## config.mk

```make
export PLATFORM = sky130hd
export DESIGN_NAME = acpc_top
export DESIGN_NICKNAME = d
export VERILOG_FILES = /design/src/acpc_pkg.sv /design/src/acpc_top.sv
export SDC_FILE = /design/constraint.sdc
export NUM_CORES = 1
export LEC_CHECK = 0
export BUFFER_PORTS_ARGS = -buffer_cell sky130_fd_sc_hd__buf_2
export CORE_MARGIN = 1.5
export CORE_UTILIZATION = 51
export CTS_CLUSTER_SIZE = 28
export DETAILED_ROUTE_END_ITERATION = 10
export PLACE_DENSITY = 0.85
export SLEW_MARGIN = 30
export SYNTH_ARGS = -nofsm -noshare
export SYNTH_HDL_FRONTEND = slang
export SYNTH_SLANG_ARGS = --single-unit
```

## constraint.sdc

```tcl
create_clock -name sys_clk_i -period 2.43 [get_ports sys_clk_i]
set_input_delay 0.1215 -clock sys_clk_i [delete_from_list [all_inputs] [get_ports sys_clk_i]]
set_output_delay 0.1215 -clock sys_clk_i [all_outputs]
set_load 0.02 [all_outputs]
```

## src/acpc_pkg.sv

```systemverilog
// Constants and carrier types for the analog channel and pin configuration block
package acpc_pkg;
   localparam int unsigned NUM_PINS = 8;
   localparam logic [15:0] ADDR_PORT_DIR = 16'hff22;
   localparam logic [15:0] ADDR_CHAN_SEL = 16'hff8e;
   localparam logic [15:0] ADDR_PIN_CFG = 16'hff8f;
   localparam logic [7:0] RST_PORT_DIR = 8'hff;
   localparam logic [7:0] RST_CHAN_SEL = 8'h00;
   localparam logic [7:0] RST_PIN_CFG = 8'h08;
   localparam logic [7:0] MASK_CHAN_SEL = 8'h07;
   localparam logic [7:0] MASK_PIN_CFG = 8'h0f;
   localparam logic [3:0] SPLIT_ALL_DIGITAL = 4'h8;
   localparam logic [3:0] SPLIT_SAR_EDGE_A = 4'h1;
   localparam logic [3:0] SPLIT_SAR_EDGE_B = 4'h3;
   localparam logic [3:0] SPLIT_SAR_LO = 4'h5;
   localparam logic [3:0] SPLIT_SAR_HI = 4'h7;
   localparam int unsigned CHAN_MSB = 2;
   localparam int unsigned SPLIT_MSB = 3;

   // CPU access: full byte or single bit, bit value carried in wdata[0]
   typedef struct packed {
      logic [15:0] addr;
      logic wr;
      logic rd;
      logic bit_op;
      logic [2:0] bit_sel;
      logic [7:0] wdata;
   } acpc_req_type;
endpackage : acpc_pkg

```

## src/acpc_top.sv

```systemverilog
// Register and pin-function logic of the eight-pin analog input port
//
// Contract
// - Reset clears the channel select register to zero, choosing analog input 0.
// - Bits 2 to 0 of the channel select register give the binary channel number 0 to 7.
// - A channel select write costs one CPU wait cycle; no such write with peripheral clock off.
// - A pin configuration write costs one CPU wait cycle; no such write with clock off.
// - Reset loads the pin configuration register with 08H, all pins digital.
// - Split value N from 0 to 8 makes the lowest N pins digital and the rest analog.
// - In the delta-sigma variant, edge pins for 1 and 3 and all analog pins for 5 to 7 are SAR only.
// - Reset sets every port direction bit to one, all pins input.
// - Direction bit 0 turns the output buffer on, 1 turns it off.
// - A pin is an analog input only while its direction bit is 1.
// - On the segment variant, a pin assigned to segment output drives segment data whatever the pin configuration.
// - All three registers take single-bit and full-byte writes.
// - A channel select write aborts the conversion, which restarts when the run bit is set.
`timescale 1ns/100ps
module acpc_top #(
   parameter int unsigned NPINS = acpc_pkg::NUM_PINS
) (
   // Clock and reset
   input wire logic sys_clk_i,
   input wire logic rst_n_i,
   // CPU access
   input wire acpc_pkg::acpc_req_type cpu_req_i,
   output logic [7:0] cpu_rdata_o,
   output logic cpu_wait_o,
   // Device variant and segment controls
   input wire logic variant_ds_i,
   input wire logic [7:0] segment_function_select_i,
   input wire logic [7:0] seg_data_i,
   // Port output latch
   input wire logic [7:0] port_latch_i,
   // Conversion engine
   input wire logic conversion_run_bit_i,
   output logic [2:0] channel_o,
   output logic conv_abort_o,
   output logic conv_restart_o,
   // Pin functions
   output logic [7:0] pin_oe_o,
   output logic [7:0] pin_out_o,
   output logic [7:0] digital_in_en_o,
   output logic [7:0] ana_avail_o,
   output logic [7:0] sar_ok_o,
   output logic [7:0] ds_ok_o
);
   if (NPINS != acpc_pkg::NUM_PINS) begin : g_bad_pins
      $error("acpc_top serves exactly eight pins");
   end

   logic [7:0] chan_sel_q;
   logic [7:0] pin_cfg_q;
   logic [7:0] port_dir_q;

   // Byte write or single-bit replace
   function automatic logic [7:0] merge_wr(input logic [7:0] old,
                                           input acpc_pkg::acpc_req_type r);
      logic [7:0] v;
      v = old;
      if (r.bit_op) begin
         v[r.bit_sel] = r.wdata[0];
      end else begin
         v = r.wdata;
      end
      return v;
   endfunction : merge_wr

   wire chan_wr = cpu_req_i.wr && cpu_req_i.addr == acpc_pkg::ADDR_CHAN_SEL;
   wire cfg_wr = cpu_req_i.wr && cpu_req_i.addr == acpc_pkg::ADDR_PIN_CFG;
   wire dir_wr = cpu_req_i.wr && cpu_req_i.addr == acpc_pkg::ADDR_PORT_DIR;
   // Upper bits held at zero so reads return zero
   wire [7:0] chan_sel_d = merge_wr(chan_sel_q, cpu_req_i) & acpc_pkg::MASK_CHAN_SEL;
   wire [7:0] pin_cfg_d = merge_wr(pin_cfg_q, cpu_req_i) & acpc_pkg::MASK_PIN_CFG;
   wire [7:0] port_dir_d = merge_wr(port_dir_q, cpu_req_i);
   wire [7:0] rdata_d = (cpu_req_i.addr == acpc_pkg::ADDR_CHAN_SEL) ? chan_sel_q :
                        (cpu_req_i.addr == acpc_pkg::ADDR_PIN_CFG) ? pin_cfg_q :
                        (cpu_req_i.addr == acpc_pkg::ADDR_PORT_DIR) ? port_dir_q : 8'h00;
   wire [3:0] split = pin_cfg_q[acpc_pkg::SPLIT_MSB:0];
   wire sar_band = split >= acpc_pkg::SPLIT_SAR_LO && split <= acpc_pkg::SPLIT_SAR_HI;
   // Segment function exists only on the segment variant
   wire [7:0] seg_sel = segment_function_select_i & {8{!variant_ds_i}};
   // Prohibited split values above 8 fall out as all digital
   logic [7:0] analog_cfg;
   logic [7:0] sar_only;
   logic [7:0] ana_avail_d;

   for (genvar i = 0; i < 8; i++) begin : g_pin
      wire edge_pin = (split == acpc_pkg::SPLIT_SAR_EDGE_A && i == 1) ||
                      (split == acpc_pkg::SPLIT_SAR_EDGE_B && i == 3);
      assign analog_cfg[i] = split <= 4'(i);
      assign sar_only[i] = variant_ds_i && (edge_pin || sar_band);
      // Analog needs input mode and no segment override
      assign ana_avail_d[i] = analog_cfg[i] && port_dir_q[i] && !seg_sel[i];
   end

   always_ff @(posedge sys_clk_i) begin
      if (!rst_n_i) begin
         chan_sel_q <= acpc_pkg::RST_CHAN_SEL;
         pin_cfg_q <= acpc_pkg::RST_PIN_CFG;
         port_dir_q <= acpc_pkg::RST_PORT_DIR;
      end else begin
         if (chan_wr) begin
            chan_sel_q <= chan_sel_d;
         end
         if (cfg_wr) begin
            pin_cfg_q <= pin_cfg_d;
         end
         if (dir_wr) begin
            port_dir_q <= port_dir_d;
         end
      end
   end

   always_ff @(posedge sys_clk_i) begin
      if (!rst_n_i) begin
         cpu_rdata_o <= 8'h00;
         cpu_wait_o <= 1'b0;
         conv_abort_o <= 1'b0;
         conv_restart_o <= 1'b0;
      end else begin
         cpu_rdata_o <= cpu_req_i.rd ? rdata_d : 8'h00;
         cpu_wait_o <= chan_wr || cfg_wr;
         conv_abort_o <= chan_wr;
         conv_restart_o <= chan_wr && conversion_run_bit_i;
      end
   end

   // Pin outputs trail the registers by one cycle so every port is a flop
   always_ff @(posedge sys_clk_i) begin
      if (!rst_n_i) begin
         channel_o <= 3'h0;
         pin_oe_o <= 8'h00;
         pin_out_o <= 8'h00;
         digital_in_en_o <= 8'h00;
         ana_avail_o <= 8'h00;
         sar_ok_o <= 8'h00;
         ds_ok_o <= 8'h00;
      end else begin
         channel_o <= chan_sel_q[acpc_pkg::CHAN_MSB:0];
         pin_oe_o <= ~port_dir_q | seg_sel;
         pin_out_o <= (seg_sel & seg_data_i) |
                      (~seg_sel & ~port_dir_q & port_latch_i);
         digital_in_en_o <= ~analog_cfg & port_dir_q & ~seg_sel;
         ana_avail_o <= ana_avail_d;
         sar_ok_o <= ana_avail_d;
         ds_ok_o <= ana_avail_d & ~sar_only & {8{variant_ds_i}};
      end
   end
endmodule : acpc_top

```

Word level (Yosys, flattened, before mapping)
Index checks and enable logic that the tools add are counted.
Widths: inputs -> output; s select.
{"block": "classes", "n_div": 0, "mux": 11, "n_eq_ne": 5, "bitwise": 16, "addsub": 0, "n_mul": 0, "n_reduce_logical": 40, "shift": 0, "n_lt_le_gt_ge": 11}
{"op": "$and 8x8->8", "n": 8}
{"op": "$eq 16x16->1 const B", "n": 3}
{"op": "$not 8->8", "n": 4}
{"op": "$logic_and 1x1->1", "n": 25}
{"op": "$bwmux 8", "n": 3}
{"op": "$le 4x3->1 const B", "n": 4}
{"op": "$or 8x8->8", "n": 2}
{"op": "$mux 4", "n": 3}
{"op": "$logic_not 1->1", "n": 9}
{"op": "$le 4x1->1 const B", "n": 2}
{"op": "$le 4x2->1 const B", "n": 2}
{"op": "$mux 8", "n": 1}
{"op": "$mux 3", "n": 2}
{"op": "$eq 4x1->1 const B", "n": 1}
{"op": "$eq 4x2->1 const B", "n": 1}
{"op": "$ge 4x3->1 const B", "n": 1}
{"op": "$lt 3x4->1 const B", "n": 1}
{"op": "$reduce_or 4->1", "n": 1}
{"op": "$demux 1 s3", "n": 1}
{"op": "$ge 3x1->1 const B", "n": 1}
{"op": "$logic_or 1x1->1", "n": 3}
{"op": "$not 1->1", "n": 2}
{"op": "$reduce_and 2->1", "n": 1}
{"op": "$reduce_or 2->1", "n": 1}
{"op": "$mux 1", "n": 1}
{"block": "word_totals", "ramBits": 0, "output_inout_bits": 62, "reg_bits": 69, "elab_cells": 98, "latchBits": 0, "rom_bits": 0, "in_bits": 58, "mem_count": 0}

Logic depth before layout (Yosys ltp)
Gate-level depths: netlist of run 1.
{"block": "depth", "depth_word": 7, "mapped_depth": 6, "ltp_nobuf": 4}

Worst setup path before layout of run 1
Ideal clock, no wire load.
{"block": "synth_timing", "path_type": "in2reg", "start": "input cpu_req_i[16] (netlist name)", "end": "register port_dir_q[2]", "stages": 4, "setup_time_ns": 0.122, "setup_slack_ns": 1.110, "required_ns": 2.308, "n_path_buf": 0, "t_arrival_ns": 1.198, "cell_sequence": "nor4b_1 > and4_4 > a31oi_1 > a311o_1"}
{"block": "synth_via", "elab_chain_cells": 2}
{"element": "from (decl)", "line": "acpc_top.sv:25", "text": "input wire acpc_pkg::acpc_req_type cpu_req_i,"}
{"element": "$eq 16x16->1", "line": "acpc_top.sv:70", "text": "wire dir_wr = cpu_req_i.wr && cpu_req_i.addr == acpc_pkg::ADDR_PORT_DIR;"}
{"element": "$logic_and 1x1->1", "line": "acpc_top.sv:70"}
{"element": "to (signal assigned)", "line": "acpc_top.sv:100", "text": "port_dir_q <= acpc_pkg::RST_PORT_DIR;"}
{"element": "to (signal assigned)", "line": "acpc_top.sv:109", "text": "port_dir_q <= port_dir_d;"}
{"element": "to (decl)", "line": "acpc_top.sv:53", "text": "logic [7:0] port_dir_q;"}
Every way passes these cells.
A chain may end at the register's enable or synchronous reset.

Worst setup path after layout of run 1
Same ends and word-level chain as after synthesis.

==> metrics, run 1 <==
status complete, no violations; worst min path class input port to flip-flop; Avg Cell Area, Syn 9.03 sq um; post-synth cell types 41; vias in the first global route 2388; Yosys warnings 0; cells resized by post-CTS repair 0; endpoint class of the critical path flip-flop; final setup vio count 0; IO buf count 119; clock share of power 43.6%; GPL Wtd Cong 0.878; Worst-Skew Late Latency 0.33 ns; worst vdd ir 330 uV; Least-Margin Pin Slew 0.769 ns; Via density 5.37; post-synthesis register bit count 69; setup repair after global routing missed its margin no; Seq/Total Area, Yosys 49.5%; Congestion Overflow GR 0; final setup TNS 0 ns; Via Count 2609; Chip Height 77.0 um; Pwr Total 0.00242 W; worst path arrival time 1.52 ns; P_int 0.00189 W; commonest non-fill, non-tap cell in the layout buf_2; post-layout min period 1.30 ns; clock-pin transition on the worst setup and hold timing paths 0.07 ns; layout cells sized above 1 33.4%; PD cells 678 nW/um^2; Fin. Hold Viols 0; largest net degree at the start of global routing 29; delay-heaviest family, CP simple AND/OR/NAND/NOR gates; CP peak stage delay 0.45 ns; Area growth, synth to finish 27.9%; core area 5200 sq um; fin nets 470; switching portion of total power 21.8%; CP max FO 12; first-pass GRT wire length 11.1 mm; drt initial violations 149; final wirelength 6.99 mm; ys async rst share 0%; Tot GR Track Use 23.8%; Post-Syn Instances 309; clk_skew 0.00354 ns; Lkg Pwr 1.75 nW; Max Fclk 0.771 GHz; Clock Sinks 69; Max Root-Sink Buffers 2; max cap viols 0; TritonCTS clock tree yes; clk root buf clkbuf_8; clock buffer count from CTS 9; dominant synthesized flop cell dfxtp_1; Seq pwr share 47.7%; Mapped Nets 367; Slew Limit Fails 0; Comb pwr share 8.7%; DR DRC count 0; Net Switching 0.000527 W; htree depth 3; cell area after synthesis 2790 sq um; DR WL met3 563 um; die area 5920 sq um; row cnt 26; total I/O pin count 120; most frequent cells in the layout buf_2 (119), dfxtp_1 (69), nor2_1 (30); wire per inst 14.4 um; Antenna Nets Post-Route 0; critical path's slowest cell nor4b_1; DRT Pass-1 Iters 5; CP Launch Type input port; Post-synth EDFFs 0; Buf/Inv on CP 1; post-DP HPWL 5.22 mm; Final Cycle Share 53.4%; Crit Path Class input port to flip-flop; antenna cells 0; met2 WL post-DR 3.40 mm; required time of the critical path 2.65 ns; slew margin rel. 48.7%; initial antenna violation count 0; M1 wire length 2.90 mm; fillers 438; initial core utilization 53.6%; chip width 77.0 um; cells along the critical path buf_2 -> nor4b_1 -> and4_4 -> a31oi_1 -> a311o_1; highest routed metal layer met4
[synth_stat cells (2+ instances only)]
| library cell | instances | area, sq um |
|---|---|---|
| o21ai_1 | 2 | 10.0 |
| nor2_1 | 30 | 113 |
| and2_1 | 9 | 56.3 |
| o31ai_1 | 8 | 60.1 |
| nor3b_1 | 2 | 15.0 |
| inv_1 | 7 | 26.3 |
| a41oi_1 | 2 | 17.5 |
| buf_4 | 8 | 60.1 |
| nor2b_1 | 17 | 106 |
| nor4_1 | 2 | 12.5 |
| clkbuf_1 | 13 | 48.8 |
| a311o_1 | 2 | 20.0 |
| nand2b_1 | 11 | 68.8 |
| nand3_1 | 8 | 40.0 |
| nand2_1 | 15 | 56.3 |
| a22oi_1 | 4 | 30.0 |
| a21oi_1 | 15 | 75.1 |
| dfxtp_1 | 69 | 1380 |
| or2b_1 | 3 | 22.5 |
| nand4_1 | 5 | 31.3 |
| a41o_1 | 3 | 30.0 |
| mux2i_1 | 8 | 80.1 |
| and4_1 | 4 | 35.0 |
| o21ai_0 | 9 | 45.0 |
| buf_2 | 5 | 25.0 |
| a31oi_1 | 15 | 93.8 |
| nor3_1 | 19 | 95.1 |
[metrics by stage]
step                      util (%)  instances  instance area, sq um  setup WS [ns]  hold WS (ns)
after floorplan                  -        309                  2790           1.11         0.242
after CTS                     68.5        486                  3570           1.15        0.0159
after global routing          68.5        486                  3570           1.01        0.0203
final                         68.5        486                  3570           1.13        0.0249
after global placement        63.8        470                  3320          0.834         0.348
after detailed placement      63.8        470                  3320          0.804         0.348
[path summary, 6_finish.rpt]
check / endpoint / cells past startpoint / slack [ns] / startpoint
worst max-delay path: port_dir_q[2] / 5 / 1.13 / cpu_req_i[16]
worst min-delay path: pin_out_o[6] / 3 / 0.02 / seg_data_i[6]
worst max register to register: ds_ok_o[0] / 2 / 1.28 / pin_cfg_q[3]
worst min register to register: chan_sel_q[0] / 2 / 0.51 / chan_sel_q[0]
[layer usage]
metal / vias up / GRT usage [%]
li1: 1287 / -
met4: 0 / 10.9
met3: 12 / 5.00
met5: - / 0
met2: 118 / 38.7
met1: 1192 / 30.3
[worst min-delay path: cells and delay by family]
family | cells | cell delay (ns)
muxes | 1 | 0.05
and+or+nand+nor | 1 | 0.07
buffers and inverters | 1 | 0.08
[cells by family (layout without fill, tap and decap cells)]
group                  after synthesis  in the layout  synth area share, %
AO/OA/AOI/OAI                       64             64                 14.8
buffers and inverters               36            143                 6.42
flip-flops                          69             69                 49.5
multiplexers                         8              8                 2.87
AND/OR/NAND/NOR                    132            132                 26.4
[state kept, by name, summed over array words and instances (netlist names), 4 cells and up]
register         flops
port_dir_q           8
cpu_rdata_o          8
pin_out_o            8
ds_ok_o              8
pin_cfg_q            4
ana_avail_o          8
pin_oe_o             8
digital_in_en_o      8
[area by class of cell]
cell class | count | area, sq um | share of cell area (%)
clock buffer | 12 | 165 | 4.63
clock inverter | 3 | 67.6 | 1.89
inverter | 8 | 30.0 | 0.842
multi-input combinational | 204 | 1230 | 34.5
sequential | 69 | 1380 | 38.7
tap | 70 | 87.6 | 2.46
timing repair buffer | 120 | 606 | 17.0
[power groups by stage]
stage	Clock (W)	Sequential [W]	Combinational, W
final	0.00105	0.00115	0.000210
after global routing	0.00112	0.00115	0.000229
after CTS	0.00107	0.00115	0.000209
after detailed placement	0	0.00118	0.000207
after global placement	0	0.00118	0.000204
after floorplan	0	0.00120	0.0000978
[what timing repair did]
action	4_1_cts	5_1_grt
setup buffers	0	0
hold buffers	1	0
hold endpoints to repair	1	0
No activity file was read; power rests on OpenSTA's default activity.
==> inputs of run 2 (changes only) <==
--- a/config.mk
+++ b/config.mk
@@ -7,10 +7,10 @@
 export LEC_CHECK = 0
 export BUFFER_PORTS_ARGS = -buffer_cell sky130_fd_sc_hd__buf_2
 export CORE_MARGIN = 1.5
-export CORE_UTILIZATION = 51
+export CORE_UTILIZATION = 47
 export CTS_CLUSTER_SIZE = 28
 export DETAILED_ROUTE_END_ITERATION = 10
-export PLACE_DENSITY = 0.85
+export PLACE_DENSITY = 0.79
 export SLEW_MARGIN = 30
 export SYNTH_ARGS = -nofsm -noshare
 export SYNTH_HDL_FRONTEND = slang
==> constraint.sdc (replaced) <==
create_clock -name sys_clk_i -period 1.3 [get_ports sys_clk_i]
set_input_delay 0.065 -clock sys_clk_i [delete_from_list [all_inputs] [get_ports sys_clk_i]]
set_output_delay 0.065 -clock sys_clk_i [all_outputs]
set_load 0.02 [all_outputs]
==> metrics, run 2 (synthesis gave the netlist of run 1 again) <==
required time of the critical path 1.54 ns; Tot GR Track Use 24.6%; global route hottest layer met2; worst path arrival time 1.45 ns; row cnt 27; slew margin rel. 66.4%; Congestion Overflow GR 0; Chip Height 80.0 um; Via density 5.31; worst min path class input port to flip-flop; CP max FO 1; PD cells 1180 nW/um^2; Max Root-Sink Buffers 2; initial antenna violation count 0; status finished with violations; post-DP HPWL 5.55 mm; delay-heaviest family, CP buffers and inverters; pre-CTS WS -0.0930 ns; Slew Limit Fails 0; clock-pin transition on the worst setup and hold timing paths 0.07 ns; setup repair bufs after CTS 0; htree depth 3; cells along the critical path dlygate4sd3_1 -> buf_2 -> mux2i_1 -> dlygate4sd3_1 -> nor2b_1; met3 Resource Use GR 4.46%; DRT Pass-1 Iters 4; Fin. Hold Viols 1; fillers 478; Pwr Total 0.00450 W; wire per inst 14.5 um; M1 GR Usage 30.2%; core area 5610 sq um; first-pass GRT wire length 11.9 mm; TritonCTS clock tree yes; final instance area 3800 sq um; Via Count 2753; initial core utilization 49.7%; final setup vio count 0; critical path's slowest cell dlygate4sd3_1; area occupied by multi-input gates 1230 sq um; vias in the first global route 2573; met2 usage 40.9%; max cap viols 0; final wirelength 7.52 mm; endpoint class of the critical path flip-flop; post-layout min period 1.21 ns; Final WS setup 0.0910 ns; most frequent cells in the layout buf_2 (119), dfxtp_1 (69), nor2_1 (30); Crit Path Class input port to flip-flop; setup repair after global routing missed its margin no; Buf/Inv on CP 3; Clock Sinks 69; drt initial violations 180; total I/O pin count 120; chip width 80.0 um; clk root buf clkbuf_8; clk_skew 0.00509 ns; Hold Slack -0.00676 ns; DP Area 3480 sq um; worst vdd ir 693 uV; cells resized by post-CTS repair 0; commonest non-fill, non-tap cell in the layout buf_2; die area 6400 sq um; IO buf count 119; Antenna Nets Post-Route 0; Lkg Pwr 1.89 nW; GPL Wtd Cong 0.836; Least-Margin Pin Slew 0.500 ns; largest net degree at the start of global routing 29; clock buffer count from CTS 9; sequential cell area 1380 sq um; antenna cells 0; Worst-Skew Late Latency 0.34 ns; Final Cycle Share 93.0%; CP Launch Type input port; Area growth, synth to finish 36.2%; failing checks hold timing; DR DRC count 0; fin nets 500; CP peak stage delay 0.57 ns; most used cell, CP dlygate4sd3_1; Max Fclk 0.827 GHz; layout cells sized above 1 35.4%
==> run 2: cell types whose count changed in the layout (fill, tap and decap cells not counted), sizes merged <==
cell         change
clkbuf           -1
dlygate4sd3     +10
clkinv           +1
buf             +20
==> run 2: routing by layer <==
metal / routed length [um] / vias to the layer above
li1: - / 1354
met2: 3750 / 128
met1: 3060 / 1258
met3: 558 / 13
met5: 0 / -
met4: 155 / 0
==> run 2: metrics by stage <==
| step | setup TNS, ns | util (%) | instances |
|---|---|---|---|
| floorplan | 0 | - | 309 |
| global placement | -0.415 | 62.0 | 492 |
| detailed placement | -0.649 | 62.0 | 492 |
| CTS | 0 | 67.9 | 519 |
| global route | 0 | 67.8 | 518 |
| finish | 0 | 67.8 | 518 |
==> run 2: area by class of cell <==
cell class	instances	area share, %
Tap cell	72	2.37
Sequential cell	69	36.4
Multi-Input combinational cell	204	32.3
Clock buffer	11	3.72
Clock inverter	4	1.91
Timing Repair Buffer	150	22.5
Inverter	8	0.790
==> run 2: path summary, 6_finish.rpt <==
path | from | end | slack (ns) | cells past startpoint
worst min register to register | chan_sel_q[2] | cpu_rdata_o[2] | 0.49 | 2
worst max-delay path | seg_data_i[2] | pin_out_o[2] | 0.09 | 5
worst min-delay path | port_latch_i[1] | pin_out_o[1] | -0.007 | 3
worst max register to register | pin_cfg_q[0] | ds_ok_o[0] | 0.11 | 2
==> run 2: where the power goes <==
part	switching [W]	total [W]	internal, W
Clock	0.000769	0.00189	0.00112
Sequential	0.00000719	0.00215	0.00215
Combinational	0.000252	0.000455	0.000204
Total	0.00103	0.00450	0.00347
==> run 2: what timing repair did <==
| action | CTS | global route |
|---|---|---|
| endpoints found under the setup margin | 0 | 1 |
| hold buffers | 12 | 0 |
| endpoints found under the hold margin | 8 | 0 |
==> run 2: worst register-to-register path, stage by stage (launching register included) <==
cell and delay [ns]:
dfxtp_1 0.39, nor4_1 0.50, and4_1 0.25
==> inputs of run 3 (changes only) <==
--- a/config.mk
+++ b/config.mk
@@ -5,11 +5,11 @@
 export SDC_FILE = /design/constraint.sdc
 export NUM_CORES = 1
 export LEC_CHECK = 0
-export BUFFER_PORTS_ARGS = -buffer_cell sky130_fd_sc_hd__buf_2
 export CORE_MARGIN = 1.5
-export CORE_UTILIZATION = 47
+export CORE_UTILIZATION = 65
 export CTS_CLUSTER_SIZE = 28
 export DETAILED_ROUTE_END_ITERATION = 10
+export DONT_BUFFER_PORTS = 1
 export PLACE_DENSITY = 0.79
 export SLEW_MARGIN = 30
 export SYNTH_ARGS = -nofsm -noshare
==> constraint.sdc (replaced) <==
create_clock -name sys_clk_i -period 1.41 [get_ports sys_clk_i]
set_input_delay 0.0705 -clock sys_clk_i [delete_from_list [all_inputs] [get_ports sys_clk_i]]
set_output_delay 0.0705 -clock sys_clk_i [all_outputs]
set_load 0.02 [all_outputs]
==> metrics, run 3 (synthesis gave the netlist of run 1 again) <==
Area growth, synth to finish 19.3%; CP Launch Type input port; most frequent cells in the layout dfxtp_1 (68), nor2_1 (30), dlygate4sd3_1 (29); layout cells sized above 1 9.85%; largest net degree at the start of global routing 29; required time of the critical path 1.64 ns; depth of the most critical reg-to-reg path 3; crit path launch segment_function_select_i[1]; fillers 253; Max Root-Sink Buffers 2; Final Cycle Share 96.5%; Crit Path Class input port to flip-flop; Tot GR Track Use 32.3%; clk_skew 0.00756 ns; final setup vio count 0; status complete, no violations; endpoint class of the critical path flip-flop; Lkg Pwr 1.36 nW; htree depth 3; post-layout min period 1.36 ns; first-pass GRT wire length 10.8 mm; vias in the first global route 2213; Via Count 2413; clk root buf clkbuf_8; RR Startpoint port_dir_q[4]; Max Fclk 0.735 GHz; Antenna Nets Post-Route 0; Least-Margin Pin Slew 0.558 ns; GPL Wtd Cong 0.918; wire per inst 19.3 um; fin nets 388; sequential cell area 1380 sq um; initial antenna violation count 0; Hold Slack 0.0163 ns; worst min path class input port to flip-flop; TritonCTS clock tree yes; CP max FO 3; PD cells 1230 nW/um^2; Congestion Overflow GR 0; area occupied by multi-input gates 1260 sq um; Via density 6.27; clock buffer count from CTS 9; Chip Height 68.5 um; DR DRC count 0; row cnt 23; total I/O pin count 120; Worst-Skew Late Latency 0.34 ns; worst path arrival time 1.59 ns; antenna cells 0; DRT Pass-1 Iters 5; Fin. Hold Viols 0; Hold Path Depth 2; Pwr Total 0.00410 W; post-DP HPWL 4.58 mm; reg-to-reg slack, setup 0.08 ns; Worst R2R End port_dir_q[4]; die area 4690 sq um; Setup crit end pin_out_o[1]; IO buf count 0; pre-CTS WS 0.0569 ns; Final WS setup 0.0492 ns; worst vdd ir 649 uV; Clock Sinks 69; commonest non-fill, non-tap cell in the layout dfxtp_1; slew margin rel. 62.4%; core area 4060 sq um; max cap viols 0; Slew Limit Fails 0; clock-pin transition on the worst setup and hold timing paths 0.07 ns; final wirelength 7.41 mm; chip width 68.5 um; drt initial violations 165; initial core utilization 68.7%
run 3: cell count changes in the layout (fill, tap and decap cells not counted), sizes merged:
| cell | delta |
|---|---|
| dlymetal6s4s | +1 |
| clkinv | -1 |
| clkbuf | +2 |
| dlygate4sd3 | +18 |
| buf | -131 |
run 3: power breakdown:
group / total (W) / internal (W) / switching (W)
Sequential: 0.00203 / 0.00198 / 0.0000528
Clock: 0.00180 / 0.00109 / 0.000704
Combinational: 0.000264 / 0.000130 / 0.000135
Total: 0.00410 / 0.00320 / 0.000891
run 3: final cells by class:
| class | instances | share of cell area [%] |
|---|---|---|
| clock buffers | 13 | 4.78 |
| well taps | 50 | 1.88 |
| flip-flops and latches | 69 | 41.6 |
| repair buffers | 38 | 11.0 |
| inverters | 8 | 0.903 |
| clock inverters | 3 | 2.03 |
| multi-input cells | 204 | 37.8 |
run 3: routing by layer:
metal | up-vias | GRT usage [%] | part of all wire (%)
met3 | 19 | 8.28 | 9.2
met1 | 1130 | 39.3 | 39
met4 | 0 | 14.0 | 2.2
met2 | 134 | 54.0 | 50
met5 | - | 0 | 0
li1 | 1130 | - | -
run 3: stage by stage:
| stage | utilization (%) | area (sq um) | cells | setup TNS [ns] |
|---|---|---|---|---|
| detailed placement | 67.3 | 2730 | 335 | 0 |
| global placement | 67.3 | 2730 | 335 | 0 |
| finish | 82.0 | 3330 | 385 | 0 |
| floorplan | - | 2790 | 309 | 0 |
| global route | 82.0 | 3330 | 385 | -0.0291 |
| CTS | 80.3 | 3260 | 381 | 0 |
run 3: repair_timing:
| item | CTS | global route |
|---|---|---|
| endpoints found under the hold margin | 49 | 1 |
| buffers inserted | 0 | 4 |
| hold buffers | 30 | 1 |
| resized for setup | 0 | 10 |
| endpoints found under the setup margin | 0 | 11 |
run 3: critical path, stage by stage:
cell           delay (ns)
dlygate4sd3_1        0.53
nand2b_1             0.14
mux2i_1              0.22
dlygate4sd3_1        0.58
nor2b_1              0.05
run 3: worst min-delay path by stage:
stage	end	start	slack, ns
final	port_dir_q[2]	cpu_req_i[11]	0.02
after detailed placement	port_dir_q[6]	rst_n_i	0.16
after CTS	port_dir_q[2]	cpu_req_i[11]	0.0006
after floorplan	conv_restart_o	conversion_run_bit_i	0.19
after global routing	pin_cfg_q[3]	cpu_req_i[14]	0.02
after global placement	port_dir_q[4]	rst_n_i	0.15
